--- config.mk ---
export PLATFORM = sky130hd
export DESIGN_NAME = xip_top
export DESIGN_NICKNAME = d
export VERILOG_FILES = /design/src/hdl/xip_irq_chan.v /design/src/hdl/xip_poll_enc.v /design/src/hdl/xip_top.v
export VERILOG_INCLUDE_DIRS = /design/src /design/src/hdl
export SDC_FILE = /design/constraint.sdc
export NUM_CORES = 1
export LEC_CHECK = 0
export ABC_AREA = 1
export ABC_CLOCK_PERIOD_IN_PS = 1800
export BUFFER_PORTS_ARGS = -buffer_cell sky130_fd_sc_hd__clkbuf_2
export CORE_ASPECT_RATIO = 0.8
export CORE_UTILIZATION = 45
export CTS_BUF_LIST = sky130_fd_sc_hd__clkbuf_4
export CTS_CLUSTER_SIZE = 20
export DETAILED_ROUTE_END_ITERATION = 8
export GPL_TIMING_DRIVEN = 0
export HOLD_SLACK_MARGIN = 0.05
export PLACE_DENSITY = 0.73
export SKIP_CTS_REPAIR_TIMING = 1
export SLEW_MARGIN = 30
export SYNTH_ARGS = -nofsm -noshare
export SYNTH_HDL_FRONTEND = slang
export SYNTH_SLANG_ARGS = --single-unit
--- constraint.sdc ---
create_clock -name CLK -period 1.8 [get_ports CLK]
set_input_delay 0.18 -clock CLK [delete_from_list [all_inputs] [get_ports CLK]]
set_output_delay 0.18 -clock CLK [all_outputs]
set_load 0.1 [all_outputs]
--- src/hdl/xip_regs.vh ---
// Purpose: constants for the extra external interrupt and auxiliary port block
// Assumes: byte-wide special function register space, 8-bit bit addresses
// Notes: included by the top module only
// How it works
// - control register bit addressable at c0h
// - bit address c2h sets irq2 enable
// - priority bits pick high or low level
// - irq2/irq3 request only while enabled
// - edge select one falling edge, zero low level
// - irq3 flag set on edge, cleared on vectoring
// - irq2 vectors to 33h, irq3 to 3bh
// - fixed polling order, vectors 03h step 08h
// - auxiliary port at d8h, byte and rmw access
// - only low four port bits implemented
// - quasi-bidirectional pins, read pin, write latch
// - port pins 3 and 2 feed irq2, irq3
// - port latch resets to all ones
// - control register resets to zero
`ifndef XIP_REGS_VH
`define XIP_REGS_VH

`define XIP_CTRL_ADDR 8'hc0
`define XIP_PORT_ADDR 8'hd8
`define XIP_CTRL_RESET 8'h00
`define XIP_PORT_RESET 4'hf
`define XIP_PORT_UNUSED 4'hf

`define XIP_IRQ3_HIGH_BIT 7
`define XIP_IRQ3_EN_BIT 6
`define XIP_IRQ3_FLAG_BIT 5
`define XIP_IRQ3_EDGE_BIT 4
`define XIP_IRQ2_HIGH_BIT 3
`define XIP_IRQ2_EN_BIT 2
`define XIP_IRQ2_FLAG_BIT 1
`define XIP_IRQ2_EDGE_BIT 0

`define XIP_IRQ2_PIN 3
`define XIP_IRQ3_PIN 2
`define XIP_IRQ2_SRC 3'h6
`define XIP_IRQ3_SRC 3'h7

`define XIP_VEC_BASE 8'h03
`define XIP_VEC_STEP 8'h08
`define XIP_MC_CLKS 12

`endif

--- src/hdl/xip_irq_chan.v ---
// Purpose: one extra external interrupt input, sampling and request flag
// Assumes: pin level synchronous to clk, mc_tick one pulse per machine cycle
// Notes: level mode flag follows the last sample, nothing is latched
`timescale 1ns/1ps
`default_nettype none
module xip_irq_chan (
    input wire clk,
    input wire rst_n,
    input wire mc_tick,
    input wire pin_lvl,
    input wire edge_sel,
    input wire sw_wr,
    input wire sw_val,
    input wire hw_clr,
    output reg flag_ff
);
    reg samp_ff;
    reg nxt_samp;
    reg nxt_flag;
    wire fall_seen;

    // idle high sample at reset, so a pin already low at release is taken as an edge on the first tick
    assign fall_seen = mc_tick & samp_ff & ~pin_lvl;

    always @* begin
        nxt_samp = mc_tick ? pin_lvl : samp_ff;
        if (!edge_sel) begin
            nxt_flag = ~samp_ff;
        end else if (fall_seen) begin
            nxt_flag = 1'b1;
        end else if (hw_clr) begin
            nxt_flag = 1'b0;
        end else if (sw_wr) begin
            nxt_flag = sw_val;
        end else begin
            nxt_flag = flag_ff;
        end
    end

    always @(posedge clk) begin
        if (!rst_n) begin
            samp_ff <= 1'b1;
            flag_ff <= 1'b0;
        end else begin
            samp_ff <= nxt_samp;
            flag_ff <= nxt_flag;
        end
    end
endmodule // xip_irq_chan
`default_nettype wire

--- src/hdl/xip_poll_enc.v ---
// Purpose: two-level fixed-order poll of the eight interrupt sources
// Assumes: requests already gated by their enables
// Notes: purely combinational, the top registers the result
`timescale 1ns/1ps
`default_nettype none
module xip_poll_enc (
    input wire [7:0] req,
    input wire [7:0] high,
    output reg valid,
    output reg [2:0] src,
    output reg is_high
);
    integer i;
    reg [7:0] hreq;
    reg found;

    always @* begin
        hreq = req & high;
        valid = |req;
        is_high = |hreq;
        src = 3'h0;
        found = 1'b0;
        // lowest index wins inside the chosen level
        for (i = 0; i < 8; i = i + 1) begin
            if (!found && (is_high ? hreq[i] : req[i])) begin
                src = i[2:0];
                found = 1'b1;
            end
        end
    end
endmodule // xip_poll_enc
`default_nettype wire

--- src/hdl/xip_top.v ---
// Purpose: extra external interrupts 2 and 3, their control register, aux port
// Assumes: core drives byte and bit strobes one cycle each, reads answer next cycle
// Notes: the other six sources arrive from the core already enabled
`timescale 1ns/1ps
`default_nettype none
`include "xip_regs.vh"
module xip_top #(
    parameter MC_CLKS = `XIP_MC_CLKS
) (
    input wire CLK,
    input wire RST_N,
    input wire [7:0] SFR_ADDR,
    input wire SFR_WR,
    input wire SFR_RD,
    input wire SFR_RMW,
    input wire [7:0] SFR_WDATA,
    output reg [7:0] SFR_RDATA,
    output reg SFR_HIT,
    input wire [7:0] BIT_ADDR,
    input wire BIT_SET,
    input wire BIT_CLR,
    input wire BIT_RD,
    output reg BIT_RDATA,
    input wire [3:0] PIN_IN,
    output reg [3:0] PIN_OUT,
    output reg [3:0] PIN_OE,
    input wire [5:0] CORE_REQ,
    input wire [5:0] CORE_HIGH,
    input wire INT_ACK,
    output reg INT_REQ,
    output reg [7:0] INT_VECTOR,
    output reg INT_HIGH,
    output reg [2:0] INT_SRC
);
    // bit address lands in the byte whose upper five bits it shares
    function bit_hits;
        input [7:0] baddr;
        input [7:0] base;
        begin
            bit_hits = (baddr[7:3] == base[7:3]);
        end
    endfunction

    function [7:0] vec_of;
        input [2:0] s;
        begin
            vec_of = `XIP_VEC_BASE + ({5'h00, s} * `XIP_VEC_STEP);
        end
    endfunction

    reg [3:0] div_ff;
    reg [3:0] nxt_div;
    reg mc_tick;
    reg [7:0] ctrl_ff;
    reg [7:0] nxt_ctrl;
    reg [3:0] latch_ff;
    reg [3:0] nxt_latch;
    reg [7:0] ctrl_mask;
    reg [7:0] ctrl_val;
    reg [7:0] port_mask;
    reg [7:0] port_val;
    reg [7:0] ctrl_view;
    reg [7:0] port_view;
    reg [7:0] nxt_rdata;
    reg nxt_hit;
    reg nxt_bit;
    wire bit_op;
    wire ctrl_byte;
    wire port_byte;
    wire ctrl_bit;
    wire port_bit;
    wire flag2;
    wire flag3;
    wire clr2;
    wire clr3;
    wire [7:0] all_req;
    wire [7:0] all_high;
    wire poll_valid;
    wire [2:0] poll_src;
    wire poll_high;

    // machine cycle enable from the system clock
    always @* begin
        if (div_ff == MC_CLKS[3:0] - 4'h1) begin
            nxt_div = 4'h0;
            mc_tick = 1'b1;
        end else begin
            nxt_div = div_ff + 4'h1;
            mc_tick = 1'b0;
        end
    end

    assign bit_op = BIT_SET | BIT_CLR;
    assign ctrl_byte = (SFR_ADDR == `XIP_CTRL_ADDR);
    assign port_byte = (SFR_ADDR == `XIP_PORT_ADDR);
    assign ctrl_bit = bit_hits(BIT_ADDR, `XIP_CTRL_ADDR);
    assign port_bit = bit_hits(BIT_ADDR, `XIP_PORT_ADDR);

    // byte write beats a bit operation in the same cycle
    always @* begin
        ctrl_mask = 8'h00;
        ctrl_val = 8'h00;
        port_mask = 8'h00;
        port_val = 8'h00;
        if (SFR_WR && ctrl_byte) begin
            ctrl_mask = 8'hff;
            ctrl_val = SFR_WDATA;
        end else if (bit_op && ctrl_bit) begin
            ctrl_mask = 8'h01 << BIT_ADDR[2:0];
            ctrl_val = BIT_SET ? 8'hff : 8'h00;
        end
        if (SFR_WR && port_byte) begin
            port_mask = 8'hff;
            port_val = SFR_WDATA;
        end else if (bit_op && port_bit) begin
            port_mask = 8'h01 << BIT_ADDR[2:0];
            port_val = BIT_SET ? 8'hff : 8'h00;
        end
        nxt_ctrl = (ctrl_ff & ~ctrl_mask) | (ctrl_val & ctrl_mask);
        nxt_latch = (latch_ff & ~port_mask[3:0]) | (port_val[3:0] & port_mask[3:0]);
    end

    // vectoring to a source clears its edge flag
    assign clr2 = INT_ACK & INT_REQ & (INT_SRC == `XIP_IRQ2_SRC);
    assign clr3 = INT_ACK & INT_REQ & (INT_SRC == `XIP_IRQ3_SRC);

    xip_irq_chan u_irq2 (
        .clk(CLK),
        .rst_n(RST_N),
        .mc_tick(mc_tick),
        .pin_lvl(PIN_IN[`XIP_IRQ2_PIN]),
        .edge_sel(ctrl_ff[`XIP_IRQ2_EDGE_BIT]),
        .sw_wr(ctrl_mask[`XIP_IRQ2_FLAG_BIT]),
        .sw_val(ctrl_val[`XIP_IRQ2_FLAG_BIT]),
        .hw_clr(clr2),
        .flag_ff(flag2)
    );

    xip_irq_chan u_irq3 (
        .clk(CLK),
        .rst_n(RST_N),
        .mc_tick(mc_tick),
        .pin_lvl(PIN_IN[`XIP_IRQ3_PIN]),
        .edge_sel(ctrl_ff[`XIP_IRQ3_EDGE_BIT]),
        .sw_wr(ctrl_mask[`XIP_IRQ3_FLAG_BIT]),
        .sw_val(ctrl_val[`XIP_IRQ3_FLAG_BIT]),
        .hw_clr(clr3),
        .flag_ff(flag3)
    );

    // level sources must stay low until serviced, nothing latches them
    assign all_req = {flag3 & ctrl_ff[`XIP_IRQ3_EN_BIT],
                      flag2 & ctrl_ff[`XIP_IRQ2_EN_BIT], CORE_REQ};
    assign all_high = {ctrl_ff[`XIP_IRQ3_HIGH_BIT],
                       ctrl_ff[`XIP_IRQ2_HIGH_BIT], CORE_HIGH};

    xip_poll_enc u_poll (
        .req(all_req),
        .high(all_high),
        .valid(poll_valid),
        .src(poll_src),
        .is_high(poll_high)
    );

    // read views: flags come from the channels, pins unless read-modify-write
    always @* begin
        ctrl_view = ctrl_ff;
        ctrl_view[`XIP_IRQ3_FLAG_BIT] = flag3;
        ctrl_view[`XIP_IRQ2_FLAG_BIT] = flag2;
        port_view = {`XIP_PORT_UNUSED, SFR_RMW ? latch_ff : PIN_IN};
        nxt_rdata = 8'h00;
        nxt_hit = 1'b0;
        nxt_bit = 1'b0;
        if (SFR_RD && ctrl_byte) begin
            nxt_rdata = ctrl_view;
            nxt_hit = 1'b1;
        end else if (SFR_RD && port_byte) begin
            nxt_rdata = port_view;
            nxt_hit = 1'b1;
        end
        if (BIT_RD && ctrl_bit) begin
            nxt_bit = ctrl_view[BIT_ADDR[2:0]];
        end else if (BIT_RD && port_bit) begin
            nxt_bit = port_view[BIT_ADDR[2:0]];
        end
    end

    always @(posedge CLK) begin
        if (!RST_N) begin
            div_ff <= 4'h0;
            ctrl_ff <= `XIP_CTRL_RESET;
            latch_ff <= `XIP_PORT_RESET;
            SFR_RDATA <= 8'h00;
            SFR_HIT <= 1'b0;
            BIT_RDATA <= 1'b0;
            PIN_OUT <= 4'h0;
            PIN_OE <= 4'h0;
            INT_REQ <= 1'b0;
            INT_VECTOR <= 8'h00;
            INT_HIGH <= 1'b0;
            INT_SRC <= 3'h0;
        end else begin
            div_ff <= nxt_div;
            ctrl_ff <= nxt_ctrl;
            latch_ff <= nxt_latch;
            SFR_RDATA <= nxt_rdata;
            SFR_HIT <= nxt_hit;
            BIT_RDATA <= nxt_bit;
            // quasi-bidirectional: drive low only, a one is left to the pull-up
            PIN_OUT <= 4'h0;
            PIN_OE <= ~nxt_latch;
            INT_REQ <= poll_valid;
            INT_VECTOR <= poll_valid ? vec_of(poll_src) : 8'h00;
            INT_HIGH <= poll_valid & poll_high;
            INT_SRC <= poll_src;
        end
    end
endmodule // xip_top
`default_nettype wire

; Word-level counts from Yosys, hierarchy flattened
; Cells that the tools add are included.
[classes]
n_addsub = 2
n_lt_le_gt_ge = 1
eq_ne = 9
shifts = 1
n_mux = 51
bitwise = 26
reduce_logical = 26
[ops]
columns = cell, n
row1 = two-way mux 8 bit, 7
row2 = two-way mux 1 bit, 31
row3 = AND 8 bit, 3
row4 = two-way mux 4 bit, 5
row5 = "== test 8 bit, second input constant", 2
row6 = OR reduction 8 bit, 2
row7 = logical AND 1 bit, 15
row8 = two-way mux 3 bit, 4
row9 = AND 1 bit, 10
row10 = "== test 5 bit, second input constant", 2
row11 = AND 4 bit, 2
row12 = "!= test 4 x 1 -> 1 bit, second input constant", 2
row13 = inverter 4 bit, 2
row14 = inverter 8 bit, 1
row15 = bitwise OR 8 bit, 1
row16 = "<< shifter 1 x 3 -> 8 bit, first input constant", 1
row17 = "adder 2 x 6 -> 7 bit, first input constant", 1
row18 = zero test 1 bit, 7
row19 = binary-select mux 1 bit (select 3 bit), 2
row20 = "== test 3 bit, second input constant", 2
row21 = inverter 1 bit, 5
row22 = "adder 4 x 1 -> 4 bit, second input constant", 1
row23 = "== test 4 bit, second input constant", 1
row24 = "less-than comparator 3 x 4 -> 1 bit, second input constant", 1
row25 = 5 further kinds, 6
[word_totals]
reg_bits = 47
in_bits = 49

; Depth between registers and ports, before layout
; Gate-level depths: netlist of run 1.
[logic_depth]
ltp_word = 27
depth_mapped = 11
ltp_nobuf = 11

; Modules after synthesis
; From an unflattened synthesis of run 1, not the netlist that was laid out.
[unflattened]
cells_unflattened = 416
hier_area_um2 = 2666.3
[by_module_without_submodules]
columns = mod, instances, cells_each, area_per_inst_um2
row1 = xip_top, 1, 316, 2085.8
row2 = xip_poll_enc, 1, 64, 365.4
row3 = xip_irq_chan, 2, 18, 107.6

; Worst setup path before layout of run 1
; OpenSTA, ideal clock, no wires.
[synth_path]
path_kind = reg-to-reg
start = reg INT_SRC[1]
end = reg u_irq3.flag_ff
setup_ns = 0.117
t_arrival_ns = 1.720
t_required_ns = 1.683
path_slack_ns = -0.037
stages_incl_launch_ff = 8
period_less_slack_ns = 1.837
path_cell_list = dfxtp_1 -> nand4_1 -> o21ai_0 -> nor2_1 -> nand3_1 -> o211ai_1 -> nor2_1 -> nor2_1
[synth_between]
elab_chain_len = 5
elab_cells_between_ends = 6
cone_classes = eq/ne (2) / mux (3) / bitwise (1)
[synth_rtl]
columns = item, line_no
row1 = from (decl), xip_top.v:33  ; output reg [2:0] INT_SRC
row2 = from (signal assigned), xip_top.v:215  ; INT_SRC <= poll_src;
row3 = == test 3 bit (no line) *, -
row4 = AND 1 bit *, xip_top.v:125  ; assign clr3 = INT_ACK & INT_REQ & (INT_SRC == `XIP_IRQ3_SRC);
row5 = two-way mux 1 bit, xip_irq_chan.v:31  ; end else if (hw_clr) begin
row6 = two-way mux 1 bit, xip_irq_chan.v:29  ; end else if (fall_seen) begin
row7 = two-way mux 1 bit, xip_irq_chan.v:27  ; if (!edge_sel) begin
row8 = to (signal assigned), xip_irq_chan.v:46  ; flag_ff <= nxt_flag;
row9 = to (decl), xip_irq_chan.v:15  ; output reg flag_ff
; Mark *: on every way between the ends. The rest lies on a longest branch, timed or not.
; A chain may end at the register's enable or synchronous reset.

; Worst setup path after layout of run 1
[layout_path]
start = reg div_ff[0]
end = reg u_irq3.flag_ff
[layout_between]
elab_chain_len = 6
elab_cells_between_ends = 7
cone_classes = eq/ne (2) / mux (3) / bitwise (2)
[layout_rtl]
columns = item, line_no
row1 = from (decl), xip_top.v:51  ; reg [3:0] div_ff;
row2 = from (signal assigned), xip_top.v:203  ; div_ff <= nxt_div;
row3 = == test 4 bit *, xip_top.v:84  ; if (div_ff == MC_CLKS[3:0] - 4'h1) begin
row4 = two-way mux 1 bit *, xip_top.v:84
row5 = AND 1 bit * (2 in series), xip_irq_chan.v:23  ; assign fall_seen = mc_tick & samp_ff & ~pin_lvl;
row6 = two-way mux 1 bit, xip_irq_chan.v:29
row7 = two-way mux 1 bit, xip_irq_chan.v:27
; Marks and branches as above.

==> out/metrics.cfg, run 1 <==
[run_status]
status = completed

[clocking]
cts.path.max_buffers = 2
path_clk_slew_ns = 0.12
cts-root-buf = clkbuf_4
cts_sinks = 41
insertion_delay_ns = 0.35
cts_inserted_buffers = 5
cts_tree = done
htreeDepth = 2

[synthesis]
synth_cell_types = 33
syn-cell-area_um2 = 2220
netlist_instances = 323
ys_seq_elements = 41
ys_seq_area_share_pct = 37.0
yosys_warnings = 0
syn_area_per_cell_um2 = 6.87

[global_routing]
grt_pass1_wl_mm = 9.30
grt_use_total_pct = 23.4
grt_antenna_before_repair = 0
grt_overflow_total = 0
grt_pass1_vias = 2077
grt_max_degree = 14

[die]
ios = 80
core_area_um2 = 4650
die_height_um = 64.8
dieArea_um2 = 5220
die_x_um = 80.5
start_util_pct = 47.7
num_rows = 22

[setup_path]
crit_slowest_cell = dfxtp_1
timing.critical_path.mode_cell = nor2_1
critical-path-top-delay-family = simple AND/OR/NAND/NOR gates
path_buf_inv = 1
max_stage_delay_ns = 0.38
crit_type = reg2reg
crit_arrival_ns = 1.84
worstSetupStartpointType = flop
endpoint_kind = flop
worstPathCellList = ha_1, inv_1, nor2_1, nand2_1, nor3b_2, nor2_1, nand3_1, o211ai_1, nor2_1, nor2_1
cp_max_fo = 7
reg2reg_from = div_ff[0]$_SDFF_PP0_
cp-startpoint = div_ff[0]$_SDFF_PP0_
required_ns = 2.05

[timing]
finalCritPeriodShare_pct = 88.4
drv_slew = 0
period_minus_slack_ns = 1.59
hold_ws_ns = 0.0940
setup_viol = 0
relSlewSlack_pct = 63.2
final.setup.tns_ns = 0
rsz0062_at_grt = no
finClkSkew_ns = 0.00692
worst_pin_slew_ns = 0.554
hold_viol = 0
fmax_mhz = 628

[hold_path]
hold_path_class = in2reg
hp-start = SFR_WDATA[4]

[final_layout]
mostFrequentLayoutCell = clkbuf_2
drive_gt1_share_pct = 28.3
num_antenna_cells = 0
fin_nets = 456
areaGrowthSynthToFinish_pct = 24.4
final_cell_mix = 69 x clkbuf_2, 55 x nand2_1, 48 x inv_1

[route]
drcViolationCount = 0
drtIter0Drc = 275
via_count = 2414
route.detailed.wl_per_inst_um = 12.3
drtPass1Iterations = 5
ant_nets = 0
wirelength_mm = 5.75
avgViaCountPerCell = 5.17

[power]
power.leakage_uw = 0.00141
ir_drop_uv = 515
power.total_uw = 1970
cellPowerDensity_nw_per_um2 = 712

[placement]
gp_congestion = 0.899
dp.final_hpwl_mm = 4.65
io_buffer_count = 69

[flow_run]
maxCapViolCount = 0

==> Yosys cell counts <==
cell / n / area [µm²]
inv_2: 2 / 7.51
nand3_2: 4 / 40.0
nor3b_1: 1 / 7.51
clkbuf_1: 3 / 11.3
nor4_1: 1 / 6.26
nor2_1: 27 / 101
xnor2_1: 1 / 8.76
a31oi_1: 1 / 6.26
buf_6: 1 / 11.3
a311oi_1: 4 / 35.0
a21oi_1: 29 / 145
ha_1: 1 / 12.5
nand3_1: 37 / 185
buf_4: 8 / 60.1
nand2_2: 7 / 43.8
dfxtp_1: 41 / 821
nor2_2: 3 / 18.8
a41oi_1: 2 / 17.5
o211ai_1: 4 / 30.0
or2_2: 1 / 6.26
o21ai_2: 3 / 26.3
a21oi_2: 1 / 8.76
buf_2: 2 / 10.0
nand4_1: 5 / 31.3
conb_1: 1 / 3.75
o21ai_1: 2 / 10.0
o221ai_1: 1 / 8.76
nand2_1: 55 / 206
o22ai_1: 3 / 18.8
inv_1: 48 / 180
nor2_4: 3 / 33.8
o21ai_0: 16 / 80.1
nor3_1: 5 / 25.0
==> per-stage QoR <==
step	setup WS (ns)	utilization (%)	cells	instance area, µm²
CTS	0.138	59.0	466	2740
finish	0.208	59.3	467	2760
global placement	0.242	57.3	458	2670
global route	0.0386	59.3	467	2760
detailed placement	0.169	57.3	458	2670
floorplan	0.0902	-	329	2240
==> cell families (layout without fill, tap and decap cells) <==
family / after synthesis / count (layout) / synth area share [%]
other: 1 / 7 / 0.169
flip-flops: 41 / 41 / 37.0
AND/OR/NAND/NOR: 149 / 149 / 31.8
buffers and inverters: 64 / 142 / 12.6
AO/OA/AOI/OAI: 66 / 66 / 17.4
XOR/XNOR: 1 / 1 / 0.395
adder cells (fa/ha/maj): 1 / 1 / 0.564
==> where the power goes <==
group,total (µW),internal (µW),switching [µW]
Clock,583,288,295
Combinational,442,111,331
Sequential,941,929,11.2
Total,1970,1330,637
==> final timing paths <==
check / end / slack [ns] / depth (start not counted)
setup / recovery: u_irq3.flag_ff$_SDFFE_PN0P_ / 0.21 / 10
hold / removal: flop / 0.09 / 3
setup reg to reg: u_irq3.flag_ff$_SDFFE_PN0P_ / 0.21 / 10
hold reg to reg: div_ff[0]$_SDFF_PP0_ / 0.46 / 1
==> layout make-up <==
cell class,count,area [µm²]
fill,452,1890
multi-input combinational,224,1140
sequential,41,825
timing repair buffer,70,355
inverter,50,188
buffer,14,92.6
tap,60,75.1
clock inverter,3,41.3
clock buffer,5,37.5
==> worst reg2reg max path: stages (launching register included) <==
cell and delay (ns):
dfxtp_1 0.38, ha_1 0.19, inv_1 0.04, nor2_1 0.07, nand2_1 0.15, nor3b_2 0.24, nor2_1 0.06, nand3_1 0.11
o211ai_1 0.09, nor2_1 0.12, nor2_1 0.05
==> per-layer routing <==
layer	share of wire (%)	global-route usage, %
met1	47	33.6
met2	44	35.2
met3	8.0	5.35
met4	0.85	5.80
met5	0	0
Power figures use the tool's default switching activity.
==> inputs of run 2 (changes only) <==
--- a/config.mk
+++ b/config.mk
@@ -6,9 +6,9 @@
 export SDC_FILE = /design/constraint.sdc
 export NUM_CORES = 1
 export LEC_CHECK = 0
-export ABC_AREA = 1
 export ABC_CLOCK_PERIOD_IN_PS = 1800
 export BUFFER_PORTS_ARGS = -buffer_cell sky130_fd_sc_hd__clkbuf_2
+export CAP_MARGIN = 10
 export CORE_ASPECT_RATIO = 0.8
 export CORE_UTILIZATION = 45
 export CTS_BUF_LIST = sky130_fd_sc_hd__clkbuf_4
@@ -16,9 +16,10 @@
 export DETAILED_ROUTE_END_ITERATION = 8
 export GPL_TIMING_DRIVEN = 0
 export HOLD_SLACK_MARGIN = 0.05
-export PLACE_DENSITY = 0.73
+export PLACE_DENSITY = 0.72
 export SKIP_CTS_REPAIR_TIMING = 1
 export SLEW_MARGIN = 30
 export SYNTH_ARGS = -nofsm -noshare
 export SYNTH_HDL_FRONTEND = slang
+export SYNTH_HIERARCHICAL = 1
 export SYNTH_SLANG_ARGS = --single-unit
==> out/metrics.cfg, run 2 <==
[run_status]
status = finished with violations
violations = setup timing

[clocking]
cts.path.max_buffers = 2
cts_inserted_buffers = 5
insertion_delay_ns = 0.36
htreeDepth = 2
cts_tree = done
path_clk_slew_ns = 0.12
cts-root-buf = clkbuf_4
cts_sinks = 41

[timing]
hold_viol = 0
hold_ws_ns = 0.0552
period_minus_slack_ns = 1.99
relSlewSlack_pct = 63.4
finalWorstSetupSlack_ns = -0.186
rsz0062_at_grt = yes
drv_slew = 0
setup_viol = 6
worst_pin_slew_ns = 0.551
finClkSkew_ns = 0.00955
fmax_mhz = 504
finalCritPeriodShare_pct = 110

[global_routing]
grt_use_total_pct = 22.8
grt_antenna_before_repair = 0
grt_max_degree = 13
grt_pass1_vias = 1844
grt_pass1_wl_mm = 9.04
grt_overflow_total = 0

[synthesis]
synthTopCellsByArea = dfxtp_1 36%, nor2_1 4.9%, mux2i_1 4.8%, mux2_2 3.4%, buf_4 2.9%
netlist_instances = 251
synth_edf_count = 0
ys_seq_area_share_pct = 35.5
ys_seq_elements = 41
synth_largest_area_cell = dfxtp_1
synth_commonest_cells = 41 x dfxtp_1, 30 x nor2_1, 13 x nand2_1
synth.top_cell.area_share_pct = 35.5
synth_cell_types = 56
yosys_warnings = 6
synthFlopType = dfxtp_1
ys_async_sr_fraction_pct = 0
syn_area_per_cell_um2 = 9.21
syn-cell-area_um2 = 2310
synth.most_common_cell = dfxtp_1

[hold_path]
hold_path_class = in2reg

[flow_run]
maxCapViolCount = 0

[route]
via_count = 2289
drcViolationCount = 0
route.detailed.wl_per_inst_um = 15.2
drtPass1Iterations = 5
wirelength_mm = 6.20
drtIter0Drc = 118
ant_nets = 0
avgViaCountPerCell = 5.62

[final_layout]
drive_gt1_share_pct = 39.8
mostFrequentLayoutCell = clkbuf_2
areaGrowthSynthToFinish_pct = 27.9
final_cell_mix = 69 x clkbuf_2, 36 x dfxtp_1, 30 x nor2_1
fin_util_pct = 62.1
fin_nets = 396
num_antenna_cells = 0
fin_cells = 407

[setup_path]
max_stage_delay_ns = 0.36
crit_type = reg2reg
cp_max_fo = 8
crit_arrival_ns = 2.25
endpoint_kind = flop
crit_slowest_cell = dfxtp_2
required_ns = 2.06
worstPathCellList = and2_4, a22oi_2, and4_4, o21a_1, buf_4, a311oi_1, o22a_1, and3_1
worstSetupStartpointType = flop

[die]
start_util_pct = 48.5
core_area_um2 = 4760
ios = 80
die_x_um = 82.1
die_height_um = 66.1
num_rows = 22
dieArea_um2 = 5430

[power]
switching_power_uw = 644
p_seq_share_pct = 49.6
pwr-share-clk_pct = 24.4
p_int_uw = 1250
power.leakage_uw = 0.00141
power.share.switching_pct = 34.0
cellPowerDensity_nw_per_um2 = 639
ir_drop_uv = 417
combPwrFrac_pct = 26.0
power.total_uw = 1890

[placement]
pre_cts_ws_ns = -0.184
dp_cells = 386
gp_congestion = 0.943
dp.final_hpwl_mm = 4.68
io_buffer_count = 69

## run 2: cell families after synthesis
kind of cell | after synthesis | share of synthesized area, %
buffers and inverters | 26 | 7.04
muxes | 21 | 11.1
adders and majority gates | 1 | 0.541
DFF | 41 | 35.5
other | 1 | 0.162
xor gates and xnor gates | 2 | 0.758
AOI/OAI and AO/OA | 57 | 19.8
and+or+nand+nor | 102 | 25.1
## run 2: power by group through the flow
| stage | Sequential, µW | Combinational, µW | Clock, µW |
|---|---|---|---|
| 2_1_floorplan | 1060 | 240 | 0 |
| 3_3_place_gp | 960 | 459 | 0 |
| 3_5_place_dp | 960 | 463 | 0 |
| 4_1_cts | 940 | 465 | 472 |
| 5_1_grt | 940 | 516 | 515 |
| 6_report | 937 | 492 | 462 |
## run 2: critical path: cells and delay by family, from the launching register on
| kind | cells | cell delay (ns) |
|---|---|---|
| AOI/OAI and AO/OA | 4 | 0.69 |
| buffers and inverters | 1 | 0.12 |
| DFF | 1 | 0.36 |
| and+or+nand+nor | 3 | 0.70 |
## run 2: metal layers
layer	track usage, %	routed length (µm)	vias to the layer above
met2	31.9	2600	115
li1	-	-	1122
met1	33.5	3000	1036
met3	4.83	483	16
met4	8.33	122	0
met5	0	0	-
## run 2: path summary, 6_finish.rpt
check | from | end | slack (ns) | depth (start not counted)
setup / recovery | flop | INT_VECTOR[3]$_SDFF_PN0_ | -0.19 | 8
hold / removal | RST_N | u_irq3/samp_ff$_SDFFE_PN1P_ | 0.06 | 2
hold reg to reg | div_ff[0]$_SDFF_PP0_ | div_ff[0]$_SDFF_PP0_ | 0.47 | 1
setup reg to reg | flop | INT_VECTOR[3]$_SDFF_PN0_ | -0.19 | 8
## run 2: area by class of cell
| class | count | area (µm²) |
|---|---|---|
| tap | 60 | 75.1 |
| buffer | 16 | 118 |
| timing repair buffer | 83 | 455 |
| inverter | 9 | 33.8 |
| fill | 421 | 1810 |
| sequential | 41 | 832 |
| clock buffer | 6 | 45.0 |
| multi-input combinational | 190 | 1390 |
| clock inverter | 2 | 10.0 |
## run 2: metrics by stage
step / TNS, ns / instance area, µm²
after floorplan: -0.0283 / 2340
after global placement: -0.831 / 2760
after detailed placement: -0.823 / 2760
after CTS: -0.909 / 2820
after global routing: -1.19 / 2960
final: -0.782 / 2960
==> inputs of run 3 (changes only) <==
--- a/config.mk
+++ b/config.mk
@@ -7,8 +7,8 @@
 export NUM_CORES = 1
 export LEC_CHECK = 0
 export ABC_CLOCK_PERIOD_IN_PS = 1800
-export BUFFER_PORTS_ARGS = -buffer_cell sky130_fd_sc_hd__clkbuf_2
-export CAP_MARGIN = 10
+export BUFFER_PORTS_ARGS = -buffer_cell sky130_fd_sc_hd__buf_2
+export CAP_MARGIN = 20
 export CORE_ASPECT_RATIO = 0.8
 export CORE_UTILIZATION = 45
 export CTS_BUF_LIST = sky130_fd_sc_hd__clkbuf_4
==> out/metrics.cfg, run 3 (synthesis results as in run 2) <==
[setup_path]
reg2reg_slack_ns = -0.17
max_stage_delay_ns = 0.37
worstPathCellList = and2_4, a22oi_2, and4_4, o21ai_1, a311oi_1, o22a_1, and3_1
crit_arrival_ns = 2.26
endpoint_kind = flop
worstSetupStartpointType = flop
crit_type = reg2reg
required_ns = 2.10
crit_slowest_cell = dfxtp_4
cp_max_fo = 8

[timing]
rsz0062_at_grt = yes
drv_slew = 0
setup_viol = 6
final.setup.tns_ns = -0.637
hold_viol = 0
finClkSkew_ns = 0.0125
finalWorstSetupSlack_ns = -0.168
finalCritPeriodShare_pct = 109
fmax_mhz = 508
period_minus_slack_ns = 1.97

[clocking]
htreeDepth = 2
cts.path.max_buffers = 2
insertion_delay_ns = 0.35
cts_sinks = 41
cts_tree = done
cts_inserted_buffers = 5
cts-root-buf = clkbuf_4
path_clk_slew_ns = 0.13

[final_layout]
final_cell_mix = 70 x buf_2, 35 x dfxtp_1, 30 x nor2_1
mostFrequentLayoutCell = buf_2
seqCellArea_um2 = 833
multi_input_area_um2 = 1390
fin_util_pct = 61.8
num_antenna_cells = 0
drive_gt1_share_pct = 39.8
finalInstanceArea_um2 = 2950
nFillCells = 440
areaGrowthSynthToFinish_pct = 27.4
fin_nets = 391

[global_routing]
grt_pass1_vias = 1849
grt_pass1_wl_mm = 9.09
grt_max_degree = 13
grt_overflow_total = 0
grt_antenna_before_repair = 0
grt_use_total_pct = 22.6

[route]
route.detailed.wl_per_inst_um = 15.1
wirelength_mm = 6.08
avgViaCountPerCell = 5.51
drcViolationCount = 0
via_count = 2216
ant_nets = 0
drtIter0Drc = 119
drtPass1Iterations = 4

[die]
num_rows = 22
start_util_pct = 48.5
ios = 80
die_height_um = 66.1
die_x_um = 82.1
dieArea_um2 = 5430
core_area_um2 = 4760

[hold_path]
hp-start = BIT_RD
hold_path_class = in2reg

[placement]
io_buffer_count = 69
place_area_um2 = 2760
dp.final_hpwl_mm = 4.57
gp_congestion = 0.938

[power]
power.total_uw = 2030
cellPowerDensity_nw_per_um2 = 690
ir_drop_uv = 610
power.leakage_uw = 0.00140

[run_status]
status = finished with violations
violations = setup timing

[flow_run]
maxCapViolCount = 0

## run 3: cell types whose count changed in the layout (fill, tap and decap cells not counted), moves of 2 or more
cell and change:
clkbuf_2 -69, buf_4 -4, buf_2 +69, clkinv_2 -2, o21ai_0 -2
## run 3: per-stage QoR
step	hold WS, ns	cells	setup WS [ns]
4_1_cts	0.0305	394	-0.212
5_1_grt	0.0556	402	-0.174
6_report	0.0490	402	-0.168
2_1_floorplan	0.242	257	-0.0256
3_3_place_gp	0.397	386	-0.176
3_5_place_dp	0.400	386	-0.191
## run 3: power by group
group / total, µW / switching (µW) / internal, µW
clock: 608 / 303 / 304
combinational: 488 / 333 / 156
sequential: 937 / 11.5 / 925
total: 2030 / 648 / 1390
## run 3: layer usage
layer  track usage (%)  wire (µm)  up-vias
met4              6.58         69        0
li1                  -          -     1109
met2              31.3       2540       91
met1              34.4       3020     1007
met3              4.69        453        9
met5                 0          0        -
## run 3: worst paths after layout
kind / endpoint / cells after the start
setup / recovery: INT_VECTOR[3]$_SDFF_PN0_ / 7
hold / removal: BIT_RDATA$_SDFF_PN0_ / 3
setup reg to reg: INT_VECTOR[3]$_SDFF_PN0_ / 7
hold reg to reg: div_ff[0]$_SDFF_PP0_ / 1
## run 3: critical path, delay by kind of cell (launching register included)
| kind | cells | cell delay (ns) |
|---|---|---|
| AOI/OAI and AO/OA | 4 | 0.90 |
| and+or+nand+nor | 3 | 0.67 |
| DFF | 1 | 0.37 |
## run 3: cell type report
type | instances | share of cell area (%)
tap | 60 | 2.55
clock buffer | 6 | 1.53
timing repair buffer | 78 | 14.1
sequential | 41 | 28.3
buffer | 16 | 3.99
multi-input combinational | 190 | 47.2
clock inverter | 2 | 1.15
inverter | 9 | 1.15
